$ cat src/verilog/ext_bus_pkg.sv
// Purpose: Constants shared by the external bus strobe generator
// Assumes: 10 MHz processor clock, one access phase per clock
// Notes: Space and direction codes used by the core request port
package ext_bus_pkg;
   // Address space codes on the request port
   localparam logic [1:0] SPACE_PROGRAM = 2'h0;
   localparam logic [1:0] SPACE_DATA = 2'h1;
   localparam logic [1:0] SPACE_IO = 2'h2;
   // Idle levels of the strobes
   localparam logic STROBE_IDLE = 1'h1;
   localparam logic DIR_READ = 1'h1;
   // Reset value of the shared port pin direction (input)
   localparam logic GPIO_DIR_RESET = 1'h0;
   localparam logic GPIO_OUT_RESET = 1'h0;
   // Cycle counts: setup phase, strobe phase (hold has no constant, one clock)
   localparam int CLK_PERIOD_NS = 100;
   localparam int SETUP_NS = 100;
   localparam int STROBE_NS = 100;
   localparam logic [3:0] SETUP_CYCLES =
      4'((SETUP_NS + CLK_PERIOD_NS - 1) / CLK_PERIOD_NS);
   localparam logic [3:0] STROBE_CYCLES =
      4'((STROBE_NS + CLK_PERIOD_NS - 1) / CLK_PERIOD_NS);
   localparam int DATA_WIDTH = 16;
endpackage

$ cat src/verilog/ext_bus_strobes.sv
// Operation
// - Space selects idle high; only the accessed space goes low
// - Strobes float only when emu1 low, test reset low, emulation_pin_zero high
// - Direction qualifier high for reads, low only during writes
// - Write/read qualifier is the inverse of the direction qualifier
// - Write/read qualifier low except during a write to any space
// - Read strobe active on every external read of any space
// - Write strobe active on every external write of any space
// - Data bus driven from the falling edge of the write strobe
// - Bus-cycle strobe idle high, low on every off-chip access
// - Shared qualifier pin comes up as an input when used as I/O
//
// Purpose: Control strobes of the external memory and I/O bus
// Assumes: One request pulse per access, taken only when ready
// Notes: Three-phase access: setup, strobe, hold, one clock each
`timescale 1ns/1ps
module ext_bus_strobes
   import ext_bus_pkg::*;
#(
   parameter int DW = DATA_WIDTH
)
(
   input wire logic CLK_I,
   input wire logic RESET_I,
   input wire logic REQ_I,
   input wire logic REQ_WRITE_I,
   input wire logic [1:0] REQ_SPACE_I,
   input wire logic [DW-1:0] WRITE_DATA_I,
   input wire logic [DW-1:0] DATA_IN_I,
   input wire logic EMULATION_PIN_ONE_FLOAT_I,
   input wire logic EMULATION_PIN_ZERO_I,
   input wire logic TEST_RESET_I,
   input wire logic PORT_C_BIT0_MODE_I,
   input wire logic PORT_C_BIT0_DIR_I,
   input wire logic PORT_C_BIT0_OUT_I,
   input wire logic PORT_C_BIT0_GPIO_I,
   output logic READY_O,
   output logic DONE_O,
   output logic [DW-1:0] READ_DATA_O,
   output logic PROGRAM_SPACE_SELECT_N_O,
   output logic DATA_SPACE_SELECT_N_O,
   output logic IO_SPACE_SELECT_N_O,
   output logic BUS_CYCLE_STROBE_N_O,
   output logic READ_STROBE_N_O,
   output logic WRITE_STROBE_N_O,
   output logic READ_WRITE_N_O,
   output logic CONTROL_OE_O,
   output logic [DW-1:0] DATA_OUT_O,
   output logic DATA_OE_O,
   output logic PORT_C_BIT0_GPIO_O,
   output logic PORT_C_BIT0_GPIO_OE_O,
   output logic PORT_C_BIT0_GPIO_IN_O
);
   //***************************************************
   // Declarations
   //***************************************************
   typedef enum logic [1:0] {
      ST_IDLE = 2'b00,
      ST_SETUP = 2'b01,
      ST_STROBE = 2'b10,
      ST_HOLD = 2'b11
   } bus_state_e;

   bus_state_e state;
   bus_state_e next_state;
   logic [3:0] count;
   logic [3:0] next_count;
   logic is_write;
   logic next_is_write;
   logic [1:0] space;
   logic [1:0] next_space;
   logic [DW-1:0] wdata;
   logic [DW-1:0] next_wdata;
   logic float_now;
   logic gpio_oe;
   logic gpio_drive;
   logic gpio_in;
   logic active;
   logic in_strobe;

   logic next_ready;
   logic next_done;
   logic [DW-1:0] next_rdata;
   logic next_ps_n;
   logic next_ds_n;
   logic next_is_n;
   logic next_bus_cycle_strobe_n_n;
   logic next_rd_n;
   logic next_we_n;
   logic next_rw;
   logic [DW-1:0] next_dout;
   logic next_doe;
   logic next_wr_q;
   logic next_wr_oe;
   logic next_ctl_oe;

   //***************************************************
   // Helpers
   //***************************************************
   float_decode u_float (
      .clk_i(CLK_I),
      .reset_i(RESET_I),
      .emulation_pin_one_float_i(EMULATION_PIN_ONE_FLOAT_I),
      .emulation_pin_zero_i(EMULATION_PIN_ZERO_I),
      .test_reset_i(TEST_RESET_I),
      .float_o(float_now)
   );

   gpio_pin u_gpio (
      .clk_i(CLK_I),
      .reset_i(RESET_I),
      .gpio_mode_i(PORT_C_BIT0_MODE_I),
      .gpio_dir_i(PORT_C_BIT0_DIR_I),
      .gpio_out_i(PORT_C_BIT0_OUT_I),
      .pin_i(PORT_C_BIT0_GPIO_I),
      .gpio_in_o(gpio_in),
      .gpio_oe_o(gpio_oe),
      .gpio_drive_o(gpio_drive)
   );

   //***************************************************
   // Access sequencer
   //***************************************************
   // Next state, counter and latched request
   always_comb begin
      next_state = state;
      next_count = count;
      next_is_write = is_write;
      next_space = space;
      next_wdata = wdata;
      case (state)
         ST_IDLE: begin
            // Request latched so the strobes follow a stable command
            // Taken only with READY_O shown, never on the first edge
            if (REQ_I && READY_O) begin
               next_state = ST_SETUP;
               next_count = SETUP_CYCLES;
               next_is_write = REQ_WRITE_I;
               next_space = REQ_SPACE_I;
               next_wdata = WRITE_DATA_I;
            end
         end
         ST_SETUP: begin
            if (count <= 4'h1) begin
               next_state = ST_STROBE;
               next_count = STROBE_CYCLES;
            end else begin
               next_count = count - 4'h1;
            end
         end
         ST_STROBE: begin
            if (count <= 4'h1) begin
               next_state = ST_HOLD;
            end else begin
               next_count = count - 4'h1;
            end
         end
         ST_HOLD: begin
            next_state = ST_IDLE;
         end
         default: begin
            next_state = ST_IDLE;
         end
      endcase
   end

   always_ff @(posedge CLK_I or posedge RESET_I) begin
      if (RESET_I) begin
         state <= ST_IDLE;
         count <= 4'h0;
         is_write <= 1'b0;
         space <= SPACE_PROGRAM;
         wdata <= '0;
      end else begin
         state <= next_state;
         count <= next_count;
         is_write <= next_is_write;
         space <= next_space;
         wdata <= next_wdata;
      end
   end

   //***************************************************
   // Phase decode
   //***************************************************
   // Pins follow next_state, so each level changes on the
   // same edge as the phase itself and needs no extra lag
   always_comb begin
      active = (next_state != ST_IDLE);
      in_strobe = (next_state == ST_STROBE);
   end

   //***************************************************
   // Control pins
   //***************************************************
   // Next control levels from the sequencer state
   always_comb begin
      next_ready = (next_state == ST_IDLE);
      next_done = (state == ST_HOLD);
      next_bus_cycle_strobe_n_n = active ? 1'b0 : STROBE_IDLE;
      // one space select; at most one; inside strobe
      next_ps_n = !(active && next_space == SPACE_PROGRAM);
      next_ds_n = !(active && next_space == SPACE_DATA);
      next_is_n = !(active && next_space == SPACE_IO);
      // read strobe; exclusive with write strobe
      next_rd_n = !(in_strobe && !next_is_write);
      next_we_n = !(in_strobe && next_is_write);
      // direction qualifier low only on writes
      next_rw = (active && next_is_write) ? 1'b0 : DIR_READ;
      // float only on the emulation condition
      next_ctl_oe = !float_now;
   end

   // Idle levels at reset; the float enable passes two flops,
   // a known two-clock lag behind the emulation pins
   always_ff @(posedge CLK_I or posedge RESET_I) begin
      if (RESET_I) begin
         READY_O <= 1'b0;
         DONE_O <= 1'b0;
         PROGRAM_SPACE_SELECT_N_O <= STROBE_IDLE;
         DATA_SPACE_SELECT_N_O <= STROBE_IDLE;
         IO_SPACE_SELECT_N_O <= STROBE_IDLE;
         BUS_CYCLE_STROBE_N_O <= STROBE_IDLE;
         READ_STROBE_N_O <= STROBE_IDLE;
         WRITE_STROBE_N_O <= STROBE_IDLE;
         READ_WRITE_N_O <= DIR_READ;
         CONTROL_OE_O <= 1'b1;
      end else begin
         READY_O <= next_ready;
         DONE_O <= next_done;
         PROGRAM_SPACE_SELECT_N_O <= next_ps_n;
         DATA_SPACE_SELECT_N_O <= next_ds_n;
         IO_SPACE_SELECT_N_O <= next_is_n;
         BUS_CYCLE_STROBE_N_O <= next_bus_cycle_strobe_n_n;
         READ_STROBE_N_O <= next_rd_n;
         WRITE_STROBE_N_O <= next_we_n;
         READ_WRITE_N_O <= next_rw;
         CONTROL_OE_O <= next_ctl_oe;
      end
   end

   //***************************************************
   // Data bus
   //***************************************************
   // Next data bus drive and captured read word
   always_comb begin
      next_rdata = READ_DATA_O;
      // data driven from write strobe fall until hold ends
      next_doe = next_is_write &&
         (next_state == ST_STROBE || next_state == ST_HOLD);
      next_dout = next_wdata;
      // Capture read data as the strobe phase ends
      if (state == ST_STROBE && next_state == ST_HOLD && !is_write) begin
         next_rdata = DATA_IN_I;
      end
   end

   // Bus released at reset so no external device fights it
   always_ff @(posedge CLK_I or posedge RESET_I) begin
      if (RESET_I) begin
         READ_DATA_O <= '0;
         DATA_OUT_O <= '0;
         DATA_OE_O <= 1'b0;
      end else begin
         READ_DATA_O <= next_rdata;
         DATA_OUT_O <= next_dout;
         DATA_OE_O <= next_doe;
      end
   end

   //***************************************************
   // Shared qualifier pin
   //***************************************************
   // inverse qualifier; high only during writes
   always_comb begin
      if (PORT_C_BIT0_MODE_I) begin
         next_wr_q = gpio_drive;
         next_wr_oe = gpio_oe;
      end else begin
         // Not a floated pin, so it keeps driving the qualifier
         next_wr_q = !next_rw;
         next_wr_oe = 1'b1;
      end
   end

   // shared pin is input after reset
   always_ff @(posedge CLK_I or posedge RESET_I) begin
      if (RESET_I) begin
         PORT_C_BIT0_GPIO_O <= GPIO_OUT_RESET;
         PORT_C_BIT0_GPIO_OE_O <= GPIO_DIR_RESET;
         PORT_C_BIT0_GPIO_IN_O <= 1'b0;
      end else begin
         PORT_C_BIT0_GPIO_O <= next_wr_q;
         PORT_C_BIT0_GPIO_OE_O <= next_wr_oe;
         PORT_C_BIT0_GPIO_IN_O <= gpio_in;
      end
   end
endmodule

$ cat src/verilog/float_decode.sv
// Purpose: Decode the emulation pins into a strobe float condition
// Assumes: Inputs synchronous to the clock
// Notes: Registered so the float enable changes on clock edges only
`timescale 1ns/1ps
module float_decode
   import ext_bus_pkg::*;
(
   input wire logic clk_i,
   input wire logic reset_i,
   input wire logic emulation_pin_one_float_i,
   input wire logic emulation_pin_zero_i,
   input wire logic test_reset_i,
   output logic float_o
);
   logic next_float;

   // Float only in the one documented pin combination
   always_comb begin
      next_float = !emulation_pin_one_float_i && !test_reset_i &&
         emulation_pin_zero_i;
   end

   // Register the condition
   always_ff @(posedge clk_i or posedge reset_i) begin
      if (reset_i) begin
         float_o <= 1'b0;
      end else begin
         float_o <= next_float;
      end
   end
endmodule

$ cat src/verilog/gpio_pin.sv
// Purpose: Shared port pin: write/read qualifier or general I/O
// Assumes: Pin mode and direction come from the core
// Notes: Comes up as an input after reset
`timescale 1ns/1ps
module gpio_pin
   import ext_bus_pkg::*;
(
   input wire logic clk_i,
   input wire logic reset_i,
   input wire logic gpio_mode_i,
   input wire logic gpio_dir_i,
   input wire logic gpio_out_i,
   input wire logic pin_i,
   output logic gpio_in_o,
   output logic gpio_oe_o,
   output logic gpio_drive_o
);
   logic next_oe;
   logic next_drive;
   logic next_in;

   // Next pin control for general I/O use
   always_comb begin
      next_oe = gpio_mode_i && gpio_dir_i;
      next_drive = gpio_out_i;
      next_in = pin_i;
   end

   always_ff @(posedge clk_i or posedge reset_i) begin
      if (reset_i) begin
         gpio_oe_o <= GPIO_DIR_RESET;
         gpio_drive_o <= GPIO_OUT_RESET;
         gpio_in_o <= 1'b0;
      end else begin
         gpio_oe_o <= next_oe;
         gpio_drive_o <= next_drive;
         gpio_in_o <= next_in;
      end
   end
endmodule

$ cat config.mk
export PLATFORM = sky130hd
export DESIGN_NAME = ext_bus_strobes
export DESIGN_NICKNAME = d
export VERILOG_FILES = /design/src/verilog/ext_bus_pkg.sv /design/src/verilog/ext_bus_strobes.sv /design/src/verilog/float_decode.sv /design/src/verilog/gpio_pin.sv
export SDC_FILE = /design/constraint.sdc
export NUM_CORES = 1
export LEC_CHECK = 0
export ABC_AREA = 1
export BUFFER_PORTS_ARGS = -buffer_cell sky130_fd_sc_hd__buf_2
export CAP_MARGIN = 30
export CORE_MARGIN = 4
export CORE_UTILIZATION = 45
export DETAILED_ROUTE_END_ITERATION = 6
export GPL_TIMING_DRIVEN = 0
export PLACE_DENSITY = 0.83
export SYNTH_ARGS = -nofsm -noshare
export SYNTH_HDL_FRONTEND = slang
export SYNTH_HIERARCHICAL = 1
export SYNTH_SLANG_ARGS = --single-unit
$ cat constraint.sdc
create_clock -name CLK_I -period 1.65 [get_ports CLK_I]
set_input_delay 0.0825 -clock CLK_I [delete_from_list [all_inputs] [get_ports CLK_I]]
set_output_delay 0.0825 -clock CLK_I [all_outputs]
set_load 0.05 [all_outputs]
==> results of run 1 <==
registers in the layout (all words and copies together) (netlist names), 2 cells and up:
register     cells
DATA_OUT_O      16
space            2
READ_DATA_O     16
state            2
count            4
how the worst max path moves through the flow:
stage,end,depth (start not counted)
after global routing,READ_DATA_O[5],12
final,READ_DATA_O[5],12
after floorplan,READ_DATA_O[0],12
after global placement,READ_DATA_O[4],2
after CTS,READ_DATA_O[14],12
after detailed placement,READ_DATA_O[15],12
critical path: cells and delay by family (launching register included):
| family | cells | cell delay (ps) |
|---|---|---|
| buf+inv | 4 | 420 |
| simple gates | 7 | 630 |
| fa+ha+maj | 1 | 170 |
| flops | 1 | 450 |
power by group:
| part | leakage, nW | internal, W | total, W | switching (W) |
|---|---|---|---|---|
| Clock | 0.0965 | 0.000665 | 0.00123 | 0.000560 |
| Sequential | 0.717 | 0.00207 | 0.00242 | 0.000357 |
| Combinational | 1.30 | 0.00182 | 0.00555 | 0.00373 |
layer usage:
| metal | vias to the layer above | global-route usage (%) | wire length, um |
|---|---|---|---|
| met5 | - | 0 | 0 |
| met4 | 0 | 6.29 | 120 |
| met3 | 14 | 5.79 | 418 |
| met2 | 74 | 35.9 | 4070 |
| met1 | 1096 | 19.8 | 2650 |
| li1 | 1049 | - | - |
stage by stage:
step,power (W),hold slack [ps]
3_5_place_dp,0.00675,-54.0
2_1_floorplan,0.00579,-189
5_1_grt,0.00967,-1.09
6_report,0.00919,7.06
4_1_cts,0.00845,0.685
3_3_place_gp,0.00660,-64.5
placed cells by master (no fill, tap or decap), types with 4 or more instances in the layout:
master / instances
buf_2: 90
buf_4: 13
buf_6: 5
clkbuf_8: 12
dfrtp_1: 49
dfstp_2: 8
dlygate4sd3_1: 38
ha_1: 4
inv_1: 21
inv_2: 8
mux2_2: 16
nand2_1: 35
nand2_2: 13
nand2_4: 14
nand3_1: 6
nand3_2: 15
o21ai_0: 5
final cells by class:
cell class | instances | area share, %
clock inverter | 2 | 0.239
clock buffer | 14 | 4.13
inverter | 32 | 3.11
sequential | 59 | 35.6
tap | 72 | 2.15
timing repair buffer | 148 | 25.2
buffer | 5 | 1.76
multi-input combinational | 136 | 27.8
kinds of logic (layout without fill, tap and decap cells):
kind of cell | Yosys count | in the layout | share of synthesized area [%]
simple gates | 97 | 97 | 21.9
flops | 59 | 59 | 57.0
mux | 16 | 16 | 6.91
buf+inv | 37 | 201 | 6.62
fa+ha+maj | 9 | 9 | 4.32
compound gates | 14 | 14 | 3.31
what timing repair did:
| item | CTS | global route |
|---|---|---|
| hold endpoints to repair | 51 | 4 |
| gates resized for setup | 19 | 51 |
| pin swaps | 6 | 25 |
| hold buffers | 34 | 4 |
| buffers inserted | 12 | 6 |
| cloned | 1 | 1 |
| endpoints found under the setup margin | 31 | 44 |
==> flow_summary.toml, run 1 <==
[final_layout]
antennaDiodeCount = 0
seq_area_um2 = 1490
stdcell_area_um2 = 4180
drive_gt1_share_pct = 57.8
stdcell_count = 468
postLayoutCoreUtil_pct = 75.0
multiInputGateArea_um2 = 1160
final_nets = 445
area_delta_synth_final_pct = 60.3
nFillCells = 369

[cts]
cts_buffer_depth = 2
cts-buffers-inserted = 9
path_clk_slew_ps = 70
clock_sinks = 59
cts_root_buffer = "clkbuf_8"
htree_levels = 3
clk_latency_ps = 330
cts_tree = "built"

[sta]
final_max_slew_viol_count = 0
slew_headroom_pct = 70.1
min_period_ps = 1730
rsz0062_at_grt = "yes"
finalHoldViolations = 0
finalSetupViolCount = 16
fin_tns_setup_ps = -826
fin_crit_sh_pct = 105
finalWorstSetupSlack_ps = -76.0
skew_ps = 11.8
max_clock_freq_ghz = 0.579
tightest_slew_ps = 448

[synthesis]
ys.flop_type = "dfrtp_1"
synth.avg_cell_area_um2 = 11.2
synth.most_common_cell = "dfrtp_1"
yosys.area.top_type = "dfrtp_1"
yosysWarnings = 6
synth_cell_types = 26
ys_seq_area_share_pct = 57.0
synthTopCellsByCount = "dfrtp_1 (51), nand2_1 (39), inv_1 (30)"
synth_top_area_share_pct = 48.9
syn-num-nets = 286
synth_top_cells_by_area = "dfrtp_1 (49%), dfstp_2 (8.1%), mux2_2 (6.9%)"
synth_edf_count = 0
synthesis.area_um2 = 2610
ys_async_sr_fraction_pct = 100
synthCells = 232
yosys_register_bits = 59

[global_routing]
grt_usage_pct = 19.0
grt_pass1_wl_um = 10500
antenna_found_initial = 0
grt-ovfl-total = 0
grt_max_degree = 37
first_global_vias = 2369

[worst_hold_path]
hold-path-endpoint = "READ_DATA_O[15]"
hp-class = "input port to flip-flop"
hold_depth = 3
hp-start = "DATA_IN_I[15]"

[placement]
place_hpwl_um = 4100
dp_slack_ps = -192
gp_congestion = 0.768
io_buffer_count = 90
post_dp_cell_area_um2 = 3170
dp_cells = 395

[setup_path]
cp.arrival_ps = 2000
crit_path_frequent_cell = "nand2_1"
rrSetupSlack_ps = -80
crit_chain = "clkinv_4 > ha_4 > nand2_1 > nand2_1 > inv_2 > nand2_4 > nand2_8 > nor2_8 > buf_6 > buf_12 > nand3_2 > nand2_2"
crit_path_max_fanout = 5
crit_type = "flip-flop to flip-flop"
slowest_delay_ps = 450
cp_slowest_cell = "dfrtp_2"
startpoint = "state[1]"
r2r_end = "READ_DATA_O[5]"
worstReg2RegStart = "state[1]"
r2r_cells = 12
required_ps = 1920
worstSetupEndpointType = "flip-flop"
cp-start-kind = "flip-flop"

[power]
p_per_area_nw_per_um2 = 2200
ir_worst_vdd_mv = 1.44
leakage_nw = 2.11

[die]
die_w_um = 84.1
io_pins = 91
start_util_pct = 46.8
core_area_um2 = 5570
core.rowCount = 27
die_area_um2 = 7080
die-height_um = 84.1

[status]
outcome = "finished, violations left"
violations = "negative setup slack"

[run]
drv_cap = 0

[detailed_routing]
drt_iter0_drc = 228
first_pass_iters = 4
wl_um = 7260
ant_nets = 0
vias_per_cell = 4.77
drc = 0
vias = 2233
wl_per_cell_um = 15.5
No activity file was read; power rests on OpenSTA's default activity.
==> run 2: changes to the inputs <==
--- a/config.mk
+++ b/config.mk
@@ -12,7 +12,7 @@
 export CORE_UTILIZATION = 45
 export DETAILED_ROUTE_END_ITERATION = 6
 export GPL_TIMING_DRIVEN = 0
-export PLACE_DENSITY = 0.83
+export PLACE_DENSITY = 0.87
 export SYNTH_ARGS = -nofsm -noshare
 export SYNTH_HDL_FRONTEND = slang
 export SYNTH_HIERARCHICAL = 1
==> run 2 against run 1 <==
Flip-flop and latch count unchanged. Power fell by 0.35%. Setup slack lost 7.4 ps. Clock skew hardly changed. Utilization is 0.067 points higher. The run still ends with negative setup slack left. Critical endpoint is now READ_DATA_O[0]. Sequential share of layout area about the same.
==> flow_summary.toml, run 2 (synthesis results as in run 1) <==
[setup_path]
cp.arrival_ps = 1950
worstSetupEndpointType = "flip-flop"
worstReg2RegStart = "state[1]"
required_ps = 1870
startpoint = "state[1]"
cp-start-kind = "flip-flop"
crit_path_max_fanout = 5
crit_type = "flip-flop to flip-flop"

[global_routing]
grt_pass1_wl_um = 11000
grt_usage_pct = 19.2
grt_max_degree = 39
first_global_vias = 2368
antenna_found_initial = 0
grt-ovfl-total = 0

[placement]
gp_congestion = 0.771
dp_slack_ps = -191
io_buffer_count = 90
place_hpwl_um = 3930

[die]
core.rowCount = 27
die_w_um = 84.1
die-height_um = 84.1
die_area_um2 = 7080
io_pins = 91
core_area_um2 = 5570
start_util_pct = 46.8

[sta]
min_period_ps = 1730
skew_ps = 11.6
rsz0062_at_grt = "yes"
finalSetupViolCount = 16
finalHoldViolations = 0
slew_headroom_pct = 67.6
fin_tns_setup_ps = -943
tightest_slew_ps = 483
max_clock_freq_ghz = 0.577
fin_crit_sh_pct = 105
final_max_slew_viol_count = 0
finalWorstSetupSlack_ps = -83.4
fin_hold_ws_ps = 3.75

[final_layout]
area_delta_synth_final_pct = 60.5
final_common_cell = "buf_2"
seq_area_um2 = 1490
multiInputGateArea_um2 = 1160
layout_common_cells = "buf_2 (91), dfrtp_1 (49), dlygate4sd3_1 (37)"
final_nets = 447
reg_top3 = "DATA_OUT_O: 16 flops, READ_DATA_O: 16 flops, count: 4 flops"
postLayoutCoreUtil_pct = 75.1
nFillCells = 346
antennaDiodeCount = 0
drive_gt1_share_pct = 57.0

[power]
power_w = 0.00916
leakage_nw = 2.11
ir_worst_vdd_mv = 1.26
p_per_area_nw_per_um2 = 2190

[detailed_routing]
drt_iter0_drc = 120
first_pass_iters = 4
drc = 0
ant_nets = 0
vias = 2262
vias_per_cell = 4.81
wl_per_cell_um = 15.4
wl_um = 7220

[cts]
cts-buffers-inserted = 9
cts_tree = "built"
path_clk_slew_ps = 70
cts_buffer_depth = 2
cts_root_buffer = "clkbuf_8"
htree_levels = 3
clock_sinks = 59
clk_latency_ps = 330

[status]
violations = "negative setup slack"
outcome = "finished, violations left"

[run]
drv_cap = 0

[worst_hold_path]
hp-start = "DATA_IN_I[6]"
hp-class = "input port to flip-flop"
[run 2: changes by cell type in the layout (fill, tap and decap cells not counted), sizes merged]
| cell | previous run | this run |
|---|---|---|
| buf | 114 | 117 |
| clkbuf | 15 | 13 |
| inv | 31 | 30 |
| dlygate4sd3 | 38 | 37 |
| clkinv | 3 | 4 |
| clkinvlp | 0 | 2 |
[run 2: critical path: stages, from the launching register on]
cell       delay, ps
dfrtp_2          440
buf_6            140
ha_4             160
nor2_2           110
nand2_1           90
inv_2             80
nand2_4           70
nand2_8           80
nor2_8            50
buf_6            140
clkbuf_16        160
nand3_2           80
nand2_2           50
[run 2: through the flow]
stage          area (um^2)  std cells
4_1_cts               3920        463
6_report              4190        470
2_1_floorplan         2610        232
5_1_grt               4190        470
3_3_place_gp          3150        394
3_5_place_dp          3170        395
[run 2: cell type report]
class / instances / share of cell area [%]
Buffer: 5 / 1.76
Clock buffer: 12 / 3.71
Clock inverter: 4 / 0.598
Inverter: 32 / 3.17
Multi-Input combinational cell: 136 / 27.8
Sequential cell: 59 / 35.6
Tap cell: 72 / 2.15
Timing Repair Buffer: 150 / 25.2
[run 2: path summary, 6_finish.rpt]
kind                                          to  slack (ps)  cells after the start
max in group asynchronous       WRITE_STROBE_N_O         750                      4
worst min-delay path              READ_DATA_O[6]           4                      3
worst min register to register      CONTROL_OE_O         350                      1
worst max register to register    READ_DATA_O[0]         -80                     12
worst max-delay path              READ_DATA_O[0]         -80                     12
min in group asynchronous        u_float/float_o         160                      3
[run 2: power by group]
part	leakage (nW)	internal, W	switching, W
combinational	1.30	0.00182	0.00373
sequential	0.717	0.00207	0.000356
clock	0.0884	0.000622	0.000567
total	2.11	0.00451	0.00465
[run 2: per-layer routing]
metal | track usage [%] | vias to the layer above | routed length, um
met2 | 32.7 | 82 | 3810
li1 | - | 1054 | -
met5 | 0 | - | 0
met4 | 8.04 | 0 | 187
met3 | 5.99 | 17 | 441
met1 | 22.5 | 1109 | 2780
[run 2: what timing repair did]
| item | in CTS | in global routing |
|---|---|---|
| buffers inserted | 17 | 3 |
| hold buffers | 35 | 2 |
| endpoints found under the setup margin | 29 | 41 |
| gates resized for setup | 19 | 46 |
| pin swaps | 8 | 20 |
| cloned | 1 | 2 |
| endpoints found under the hold margin | 53 | 2 |
==> run 3: changes to the inputs <==
--- a/config.mk
+++ b/config.mk
@@ -10,9 +10,10 @@
 export CAP_MARGIN = 30
 export CORE_MARGIN = 4
 export CORE_UTILIZATION = 45
+export CTS_BUF_LIST = sky130_fd_sc_hd__clkbuf_16
 export DETAILED_ROUTE_END_ITERATION = 6
 export GPL_TIMING_DRIVEN = 0
-export PLACE_DENSITY = 0.87
+export PLACE_DENSITY = 0.76
 export SYNTH_ARGS = -nofsm -noshare
 export SYNTH_HDL_FRONTEND = slang
 export SYNTH_HIERARCHICAL = 1
==> run 3 against run 2 <==
The flow finishes with violations (negative hold slack, negative setup slack). Final area decreased by 1.4%. Maximum frequency increased by 3.7%. Utilization decreased by 1.0 points. Count of clock-buffer cells in the layout decreased by 3. Worst hold slack got worse by 7.5 ps. Setup slack improved by 62 ps. Global-route usage about the same. Clock power increased by 87%. Clock skew decreased by 5.3 ps. Critical path type unchanged.
==> flow_summary.toml, run 3 (synthesis results as in run 1) <==
[status]
outcome = "finished, violations left"
violations = "negative hold slack, negative setup slack"

[cts]
htree_levels = 3
cts_buffer_depth = 2
path_clk_slew_ps = 50
cts_root_buffer = "clkbuf_16"
cts_tree = "built"
cts-buffers-inserted = 9
clock_sinks = 59
clk_latency_ps = 320

[worst_hold_path]
hp-class = "input port to flip-flop"
hp-start = "DATA_IN_I[9]"
hold-path-endpoint = "READ_DATA_O[9]"
hold_depth = 3

[detailed_routing]
vias_per_cell = 4.79
wl_met1_um = 2590
dr_wl_met2_um = 3550
wl_um = 6700
highest_layer = "met4"
ant_nets = 0
first_pass_iters = 4
wl_met3_um = 413
vias = 2144
wl_per_cell_um = 15.0
drc = 0
drt_iter0_drc = 83

[sta]
slew_headroom_pct = 68.0
finalWorstSetupSlack_ps = -21.0
rsz0062_at_grt = "yes"
fin_tns_setup_ps = -89.8
finalSetupViolCount = 6
fin_crit_sh_pct = 101
min_period_ps = 1670
final_max_slew_viol_count = 0
max_clock_freq_ghz = 0.598
skew_ps = 6.34
finalHoldViolations = 5
fin_hold_ws_ps = -3.75
tightest_slew_ps = 476

[setup_path]
cp-start-kind = "flip-flop"
cp.arrival_ps = 1880
crit_path_max_fanout = 5
crit_type = "flip-flop to flip-flop"
r2r_cells = 12
worstSetupEndpointType = "flip-flop"
worstReg2RegStart = "state[1]"
rrSetupSlack_ps = -20
required_ps = 1860
r2r_end = "READ_DATA_O[14]"

[placement]
gp_congestion = 0.815
io_buffer_count = 90
place_hpwl_um = 3930
post_dp_cell_area_um2 = 3170
dp_slack_ps = -179

[final_layout]
drive_gt1_share_pct = 58.2
layout_common_cells = "buf_2 (90), dfrtp_1 (49), nand2_1 (35)"
antennaDiodeCount = 0
final_nets = 425
reg_top3 = "DATA_OUT_O: 16 flops, READ_DATA_O: 16 flops, count: 4 flops"
nFillCells = 386
area_delta_synth_final_pct = 58.3
final_common_cell = "buf_2"
stdcell_area_um2 = 4130

[die]
die_area_um2 = 7080
io_pins = 91
core.rowCount = 27
die-height_um = 84.1
die_w_um = 84.1
start_util_pct = 46.8
core_area_um2 = 5570

[run]
drv_cap = 0

[power]
p_switching_w = 0.00461
p_comb_share_pct = 53.7
ir_worst_vdd_mv = 1.53
power_frac_seq_pct = 24.1
p_per_area_nw_per_um2 = 2420
leakage_nw = 2.09
internal_power_w = 0.00540
swShare_pct = 46.0
clkPwrFrac_pct = 22.2

[global_routing]
grt_pass1_wl_um = 10800
first_global_vias = 2307
grt_max_degree = 35
antenna_found_initial = 0
grt-ovfl-total = 0
grt_usage_pct = 19.3
run 3: cell types whose count changed in the layout (fill, tap and decap cells not counted), moves of 2 or more:
cell / before / now
dlygate4sd3_1: 37 / 22
clkbuf_8: 11 / 0
clkbuf_16: 1 / 10
buf_4: 15 / 11
buf_6: 7 / 3
bufinv_16: 0 / 4
nand3_4: 6 / 3
buf_8: 0 / 2
clkinv_1: 0 / 2
clkinv_2: 2 / 0
clkinvlp_4: 2 / 0
nand3_2: 12 / 14
run 3: routing by layer:
layer	GRT usage (%)	vias up
met4	8.33	0
met1	21.8	1045
li1	-	1006
met3	5.89	14
met5	0	-
met2	33.5	79
run 3: cell type report:
| class | count | area, um^2 | share of cell area, % |
|---|---|---|---|
| plain buffers | 4 | 50.0 | 1.21 |
| clock buffers | 9 | 225 | 5.45 |
| clock inverters | 7 | 131 | 3.18 |
| inverters | 32 | 130 | 3.15 |
| multi-input cells | 136 | 1150 | 27.8 |
| flip-flops and latches | 59 | 1490 | 36.1 |
| well taps | 72 | 90.1 | 2.18 |
| repair buffers | 129 | 867 | 21.0 |
run 3: critical path, stage by stage, from the launching register on:
cell       delay [ps]
dfrtp_2           430
buf_6             130
ha_2              170
nor2_2            100
nand2_1            70
inv_2              60
nand2_4            60
nand2_8            80
nor2_8             50
buf_6             130
clkbuf_16         160
nand3_4            70
nand2_2            50
run 3: worst max-delay path by stage:
stage / startpoint / to / slack (ps) / cells after the start
6_report: state[1] / READ_DATA_O[14] / -20 / 12
3_3_place_gp: RESET_I / READ_DATA_O[4] / -480 / 2
2_1_floorplan: state[1] / READ_DATA_O[0] / 9 / 12
3_5_place_dp: state[1] / READ_DATA_O[2] / -180 / 12
5_1_grt: state[1] / READ_DATA_O[14] / -110 / 12
4_1_cts: count[0] / READ_DATA_O[2] / 2 / 13
run 3: power by group through the flow:
stage	sequential, W	combinational, W	clock, W
2_1_floorplan	0.00400	0.00179	0
3_3_place_gp	0.00239	0.00423	0
3_5_place_dp	0.00241	0.00432	0
4_1_cts	0.00241	0.00486	0.00224
5_1_grt	0.00248	0.00570	0.00233
6_report	0.00241	0.00537	0.00223
run 3: per-stage QoR:
step / power [W] / util (%) / hold WS (ps) / std cells
after floorplan: 0.00579 / - / -189 / 232
after global placement: 0.00662 / 56.5 / -62.4 / 394
after detailed placement: 0.00674 / 56.9 / -54.3 / 395
after CTS: 0.00951 / 70.2 / 2.09 / 444
after global routing: 0.0105 / 74.1 / 4.31 / 448
final: 0.0100 / 74.1 / -3.75 / 448
run 3: repair_timing:
| action | CTS | global route |
|---|---|---|
| gates resized for setup | 17 | 43 |
| hold buffers | 20 | 2 |
| pin swaps | 3 | 28 |
| endpoints found under the setup margin | 30 | 41 |
| buffers inserted | 12 | 2 |
| gates cloned | 1 | 1 |
| endpoints found under the hold margin | 38 | 2 |
